===== src/asb_consts.vh =====
// constants for the alu, shift and branch execution subset
`ifndef ASB_CONSTS_VH
`define ASB_CONSTS_VH
// operation codes
`define ASB_OP_NONE    3'h0
`define ASB_OP_ADD_WITH_CARRY_OP    3'h1
`define ASB_OP_ASR1    3'h2
`define ASB_OP_ASRN    3'h3
`define ASB_OP_BRANCH  3'h4
`define ASB_OP_BIT_TEST_SKIP_CLEAR_OP    3'h5
// second operand source
`define ASB_SRC_REG    2'h0
`define ASB_SRC_TEN_BIT_LITERAL  2'h1
`define ASB_SRC_FIVE_BIT_LITERAL   2'h2
// branch conditions
`define ASB_CC_C       4'h0
`define ASB_CC_NC      4'h1
`define ASB_CC_Z       4'h2
`define ASB_CC_NZ      4'h3
`define ASB_CC_N       4'h4
`define ASB_CC_NN      4'h5
`define ASB_CC_OV      4'h6
`define ASB_CC_NOV     4'h7
`define ASB_CC_GT      4'h8
`define ASB_CC_GE      4'h9
`define ASB_CC_LT      4'ha
`define ASB_CC_LE      4'hb
`define ASB_CC_GTU     4'hc
`define ASB_CC_GEU     4'hd
`define ASB_CC_LTU     4'he
`define ASB_CC_LEU     4'hf
// status flag positions in the flag vector
`define ASB_FLAG_C     0
`define ASB_FLAG_Z     1
`define ASB_FLAG_OV    2
`define ASB_FLAG_N     3
`define ASB_FLAG_DC    4
`define ASB_FLAGS_RST  5'h00
// cycle costs
`define ASB_CYC_ONE    2'h1
`define ASB_CYC_TWO    2'h2
`define ASB_CYC_THREE  2'h3
`endif


===== src/asb_cond.v =====
// branch condition evaluator
`timescale 1ns/1ps
`include "asb_consts.vh"
module asb_cond (
   // condition select and flags
   input  wire [3:0] cond,
   input  wire [4:0] flags,
   // result
   output reg        taken
);
   wire c;
   wire z;
   wire ov;
   wire n;
   assign c  = flags[`ASB_FLAG_C];
   assign z  = flags[`ASB_FLAG_Z];
   assign ov = flags[`ASB_FLAG_OV];
   assign n  = flags[`ASB_FLAG_N];
   // decode the condition code
   always @* begin
      case (cond)
         `ASB_CC_C:   taken = c;
         `ASB_CC_NC:  taken = ~c;
         `ASB_CC_Z:   taken = z;
         `ASB_CC_NZ:  taken = ~z;
         `ASB_CC_N:   taken = n;
         `ASB_CC_NN:  taken = ~n;
         `ASB_CC_OV:  taken = ov;
         `ASB_CC_NOV: taken = ~ov;
         `ASB_CC_GT:  taken = ~z & ~(n ^ ov);
         `ASB_CC_GE:  taken = ~(n ^ ov);
         `ASB_CC_LT:  taken = n ^ ov;
         `ASB_CC_LE:  taken = z | (n ^ ov);
         `ASB_CC_GTU: taken = c & ~z;
         `ASB_CC_GEU: taken = c;
         `ASB_CC_LTU: taken = ~c;
         `ASB_CC_LEU: taken = ~c | z;
         default:     taken = 1'b0;
      endcase
   end
endmodule


===== src/asb_exec.v =====
// execution unit: add with carry, arithmetic shifts, branch, bit test skip
//
// Behaviour
// - add with carry sums operands plus carry; sets c, dc, n, ov, z
// - single shift right keeps sign; sets c, n, ov, z; one cycle
// - multi-bit shift by register or literal amount; only n and z change
// - branch costs one cycle not taken, two taken; flags unchanged
// - branch conditions: flags, their inverses, signed and unsigned compares
// - bit test skips next instruction when bit clear; 1, 2 or 3 cycles
`timescale 1ns/1ps
`include "asb_consts.vh"
module asb_exec (
   // clock and reset
   input  wire        clk,
   input  wire        rst_n,
   input  wire        ce,
   // instruction from the decoder
   input  wire        op_valid,
   input  wire [2:0]  op_code,
   input  wire [1:0]  src_sel,
   input  wire [15:0] base_operand_reg,
   input  wire [15:0] source_operand_reg,
   input  wire [9:0]  ten_bit_literal,
   input  wire [4:0]  five_bit_literal,
   input  wire [3:0]  branch_cond,
   input  wire [3:0]  bit_sel,
   input  wire        next_is_two_word,
   // results
   output reg  [15:0] destination_reg,
   output reg         dest_we,
   output reg  [4:0]  flags_r,
   output reg         branch_taken_r,
   output reg         skip_r,
   output reg  [1:0]  cycles_r
);
   // next values for the output registers
   reg  [15:0] res_nxt;
   reg         we_nxt;
   reg  [4:0]  flags_nxt;
   reg         take_nxt;
   reg         skip_nxt;
   reg  [1:0]  cyc_nxt;

   // operands and per-operation results
   reg  [15:0] opb;
   reg  [3:0]  amt;
   reg  [16:0] sum;
   reg  [16:0] nib_sum;
   reg         add_ov;
   reg  [15:0] asr1_res;
   reg  [15:0] asrn_res;
   reg         bit_clear;
   reg  [1:0]  skip_cyc;
   wire        carry_in;
   wire        cond_ok;

   // zero test used by several operations
   function is_zero;
      input [15:0] v;
      begin
         is_zero = (v == 16'h0000);
      end
   endfunction

   asb_cond u_cond (
      .cond  (branch_cond),
      .flags (flags_r),
      .taken (cond_ok)
   );

   // one-position arithmetic shift, sign bit copied into the top
   function [15:0] asr_one;
      input [15:0] v;
      begin
         asr_one = {v[15], v[15:1]};
      end
   endfunction

   // word add with carry in; bit 16 is the carry out
   // nibble sums reuse it with the upper operand bits zeroed
   function [16:0] add_word;
      input [15:0] x;
      input [15:0] y;
      input        ci;
      begin
         add_word = {1'b0, x} + {1'b0, y} + {16'h0000, ci};
      end
   endfunction

   // signed overflow: like-signed operands, result of the other sign
   function add_overflow;
      input xs;
      input ys;
      input rs;
      begin
         add_overflow = (xs == ys) & (rs != ys);
      end
   endfunction

   // carry left by the previous operation feeds the add
   assign carry_in = flags_r[`ASB_FLAG_C];

   // second operand: register, or a literal zero-extended to a word
   always @* begin
      case (src_sel)
         `ASB_SRC_TEN_BIT_LITERAL: opb = {6'h00, ten_bit_literal};
         `ASB_SRC_FIVE_BIT_LITERAL:  opb = {11'h000, five_bit_literal};
         default:        opb = source_operand_reg;
      endcase
   end

   // shift amount: low four bits of register or literal
   // limitation: amounts of 16 and above wrap, callers keep them below
   always @* begin
      if (src_sel == `ASB_SRC_FIVE_BIT_LITERAL) begin
         amt = five_bit_literal[3:0];
      end else begin
         amt = source_operand_reg[3:0];
      end
   end

   // add with carry over the full word and over the low nibble
   // the nibble sum carries into bit 4, which is the digit carry
   always @* begin
      sum     = add_word(base_operand_reg, opb, carry_in);
      nib_sum = add_word({12'h000, base_operand_reg[3:0]},
                         {12'h000, opb[3:0]}, carry_in);
      add_ov  = add_overflow(base_operand_reg[15], opb[15], sum[15]);
   end

   // shift results for the single and multi-position forms
   always @* begin
      asr1_res = asr_one(source_operand_reg);
      asrn_res = $signed(base_operand_reg) >>> amt;
   end

   // bit test: a clear bit skips one word, or two for a long successor
   always @* begin
      bit_clear = ~base_operand_reg[bit_sel];
      if (next_is_two_word) begin
         skip_cyc = `ASB_CYC_THREE;
      end else begin
         skip_cyc = `ASB_CYC_TWO;
      end
   end

   // pick the next register values by operation
   always @* begin
      res_nxt   = 16'h0000;
      we_nxt    = 1'b0;
      flags_nxt = flags_r;
      take_nxt  = 1'b0;
      skip_nxt  = 1'b0;
      cyc_nxt   = `ASB_CYC_ONE;
      case (op_code)
         `ASB_OP_ADD_WITH_CARRY_OP: begin
            // all five flags follow the sum
            res_nxt = sum[15:0];
            we_nxt  = 1'b1;
            flags_nxt[`ASB_FLAG_C]  = sum[16];
            flags_nxt[`ASB_FLAG_DC] = nib_sum[4];
            flags_nxt[`ASB_FLAG_N]  = sum[15];
            flags_nxt[`ASB_FLAG_OV] = add_ov;
            flags_nxt[`ASB_FLAG_Z]  = is_zero(sum[15:0]);
         end
         `ASB_OP_ASR1: begin
            // overflow always clears, carry takes the bit shifted out
            res_nxt = asr1_res;
            we_nxt  = 1'b1;
            flags_nxt[`ASB_FLAG_C]  = source_operand_reg[0];
            flags_nxt[`ASB_FLAG_N]  = asr1_res[15];
            flags_nxt[`ASB_FLAG_OV] = 1'b0;
            flags_nxt[`ASB_FLAG_Z]  = is_zero(asr1_res);
         end
         `ASB_OP_ASRN: begin
            // carry, overflow and digit carry keep their values
            res_nxt = asrn_res;
            we_nxt  = 1'b1;
            flags_nxt[`ASB_FLAG_N] = asrn_res[15];
            flags_nxt[`ASB_FLAG_Z] = is_zero(asrn_res);
         end
         `ASB_OP_BRANCH: begin
            // flags pass through untouched, a taken branch costs two
            take_nxt = cond_ok;
            if (cond_ok) begin
               cyc_nxt = `ASB_CYC_TWO;
            end
         end
         `ASB_OP_BIT_TEST_SKIP_CLEAR_OP: begin
            // no flag changes, only the skip and its cost
            skip_nxt = bit_clear;
            if (bit_clear) begin
               cyc_nxt = skip_cyc;
            end
         end
         default: begin
            we_nxt = 1'b0;
         end
      endcase
   end

   // result and flag registers
   always @(posedge clk or negedge rst_n) begin
      if (!rst_n) begin
         destination_reg <= 16'h0000;
         dest_we         <= 1'b0;
         flags_r         <= `ASB_FLAGS_RST;
         branch_taken_r  <= 1'b0;
         skip_r          <= 1'b0;
         cycles_r        <= `ASB_CYC_ONE;
      end else if (ce) begin
         dest_we        <= op_valid & we_nxt;
         branch_taken_r <= op_valid & take_nxt;
         skip_r         <= op_valid & skip_nxt;
         if (op_valid) begin
            destination_reg <= res_nxt;
            flags_r         <= flags_nxt;
            cycles_r        <= cyc_nxt;
         end
      end
   end
endmodule


===== config.mk =====
export PLATFORM = sky130hd
export DESIGN_NAME = asb_exec
export DESIGN_NICKNAME = d
export VERILOG_FILES = /design/src/asb_cond.v /design/src/asb_exec.v
export VERILOG_INCLUDE_DIRS = /design/src /design/src/src
export SDC_FILE = /design/constraint.sdc
export NUM_CORES = 1
export LEC_CHECK = 0
export BUFFER_PORTS_ARGS = -buffer_cell sky130_fd_sc_hd__buf_2
export CORE_ASPECT_RATIO = 1.25
export CORE_MARGIN = 2
export CORE_UTILIZATION = 31
export CTS_CLUSTER_DIAMETER = 200
export DETAILED_ROUTE_END_ITERATION = 16
export PLACE_DENSITY = 0.51
export SLEW_MARGIN = 20
export SYNTH_ARGS = -nofsm -noshare
export SYNTH_HDL_FRONTEND = slang
export SYNTH_SLANG_ARGS = --single-unit

===== constraint.sdc =====
create_clock -name clk -period 9 [get_ports clk]
set_input_delay 0 -clock clk [delete_from_list [all_inputs] [get_ports clk]]
set_output_delay 0 -clock clk [all_outputs]
set_load 0.02 [all_outputs]

==> flow_summary.toml <==
[outcome]
status = "completed"

[synth]
yosysMostFrequentCell = "nand2_1"
synth_top_area_share_pct = 18.5
ys_seq_area_share_pct = 19.2
ys_seq_elements = 26
ys_top_cells_by_area = "dfrtp_1, mux4_2, mux2i_1, ha_1, o21ai_0"
dominantRegCellSynth = "dfrtp_1"
synth_fp_nets = 507
synth.distinct_cells = 63
synth_area_um2 = 3390
syn_avg_cell_area_um2 = 8.01
synth-async-reset-ratio_pct = 100
synthTopCellsByCount = "nand2_1, o21ai_0, nor2_1, a21oi_1, dfrtp_1"
synth_warnings = 0
synth_edf_count = 0
yosys.area.top_type = "dfrtp_1"
syn_inst = 423

[cells_and_area]
fin_cells = 634
fin_area_um2 = 4070
seq_area_um2 = 652
drive_gt1_share_pct = 24.3
nFillCells = 1109
multi_input_area_um2 = 2580
area_growth_pct = 20.0
fin_nets = 587
antennaDiodeCount = 0
largest_reg_flops = 16

[sta]
slew_headroom_pct = 37.9
finalSetupTns_ps = 0
worst_slew_pin_slew_ps = 930
fmax_mhz = 274
drv_slew = 0
fin_crit_sh_pct = 40.5
finClkSkew_ps = 6.86
min_period_ps = 3640
rsz0062_at_grt = "false"
whs_ps = 54.6
setup_viol = 0
hold_viol_final = 0
finalWorstSetupSlack_ps = 5360

[critical_path]
crit_path_end_kind = "flop"
worstPathArrival_ps = 3820
crit_type = "in2reg"
required_ps = 9170
worst_setup_path_start_kind = "input pin"
cp_max_fo = 25

[grt]
grt_max_degree = 29
grt_antenna_before_repair = 0
track_usage_pct = 19.9
grt-ovfl-total = 0
grt_pass1_vias = 3667
grt_pass1_wl_um = 19100

[floorplan]
design.die.area_um2 = 11800
die_y_um = 121
std_cell_rows = 42
initial_utilization_pct = 31.9
die_x_um = 97.5
io_pins = 91
core_area_um2 = 10600

[clock_network]
clock_path_buffers = 2
worst_setup_hold_path_clk_slew_ps = 70
cts.sinks = 26
cts_max_level = 1
cts_made_buffers = 3
cts_root_buf = "clkbuf_16"
cts_resized = 0
clk-insertion-delay-late_ps = 260
cts_tree = "done"

[min_path]
min_path_type = "in2reg"

[placement]
place_ws_ps = 5150
placed_cell_area_um2 = 3940
port_buffers = 90
dpl.cell_count = 628
gp_congestion = 0.917
hpwl_um = 9730

[detailed_routing]
initialDrtViolationCount = 302
drtPass1Iterations = 6
vias = 3690
drc = 0
drtAntennaViolNets = 0
wl_per_cell_um = 18.8
via_per_inst = 5.82
wl_um = 11900

[power_and_ir_drop]
leakage_nw = 1.84
powerDensity_nw_per_um2 = 133
ir_worst_vdd_v = 0.0000874

[flow_run]
maxCapViolCount = 0
[where the power goes]
| part | internal (mW) | leakage (nW) | switching (mW) |
|---|---|---|---|
| Combinational | 0.109 | 1.44 | 0.166 |
| Clock | 0.0884 | 0.0511 | 0.0381 |
| Sequential | 0.129 | 0.346 | 0.0100 |
[layout by cell type, fill, tap and decap left out, types with 3 or more instances in the layout]
cell type and count:
a222oi_1 4, o211ai_1 6, nand3_1 16, buf_4 6, a31oi_1 4, xnor2_1 10
a21oi_1 29, mux4_2 11, inv_1 12, a211oi_1 7, nor4_1 7, ha_1 17
nor3_1 3, and2_1 11, dfrtp_1 25, a22oi_1 7, o21ai_0 39, o21bai_1 4
nand2_1 51, a311oi_1 3, nor3b_1 3, buf_2 90, xor2_1 5, nor2_1 30
nor2b_1 4, a22o_1 8, nand2b_1 3, a21boi_0 3, clkbuf_16 3, mux2i_1 24
mux2_2 3, o22ai_1 9
[metrics by stage]
step	util, %	total power, mW
finish	38.3	0.541
global route	38.3	0.577
CTS	38.3	0.542
detailed placement	37.1	0.413
global placement	37.1	0.412
floorplan	-	0.325
[final cells by class]
type | count | area share [%]
Multi-Input combinational cell | 362 | 63.5
Sequential cell | 26 | 16.0
Timing Repair Buffer | 98 | 12.7
Tap cell | 132 | 4.06
Clock buffer | 3 | 1.85
Inverter | 12 | 1.11
Clock inverter | 1 | 0.738
[worst max-delay path, cell delays in order]
cell and delay [ps]:
buf_2 90, inv_1 40, ha_1 690, nor2_1 110, a21oi_1 200, fa_1 210
inv_1 70, fa_1 410, a211oi_1 420, o21ai_1 190, a221oi_2 400, mux2i_1 130
a2111o_1 440, a21oi_2 110, a41oi_1 130, a21oi_1 180
[final timing paths]
kind                                  endpoint  slack [ps]  depth (start not counted)             start
max reg2reg                         flags_r[1]        5650                         12        flags_r[0]
max                                 flags_r[1]        5360                         16        src_sel[0]
min                                cycles_r[0]          50                          3  next_is_two_word
min reg2reg                        cycles_r[0]         470                          2       cycles_r[0]
min in group asynchronous               skip_r         260                          2             rst_n
max in group asynchronous  destination_reg[10]        8350                          2             rst_n
[logic make-up (layout without fill, tap and decap cells)]
kind of cell | Yosys count | in the layout | share of synthesized area, %
compound gates | 149 | 149 | 29.3
simple gates | 139 | 139 | 19.4
mux | 40 | 40 | 16.2
buf+inv | 35 | 114 | 4.50
flops | 26 | 26 | 19.2
fa+ha+maj | 19 | 19 | 7.46
xor+xnor | 15 | 15 | 3.88
[metal layers]
metal | wire, um | share of wire, % | vias up | global-route usage, %
met5 | 0 | 0 | - | 0
met4 | 252 | 2.1 | 0 | 5.73
met3 | 747 | 6.3 | 16 | 2.07
met2 | 5620 | 47 | 164 | 35.0
met1 | 5280 | 44 | 1735 | 25.8
li1 | - | - | 1775 | -
[what timing repair did]
item,CTS,global route
hold endpoints to repair,28,0
hold buffers,2,0
buffers inserted,0,0
Power figures use the tool's default switching activity.
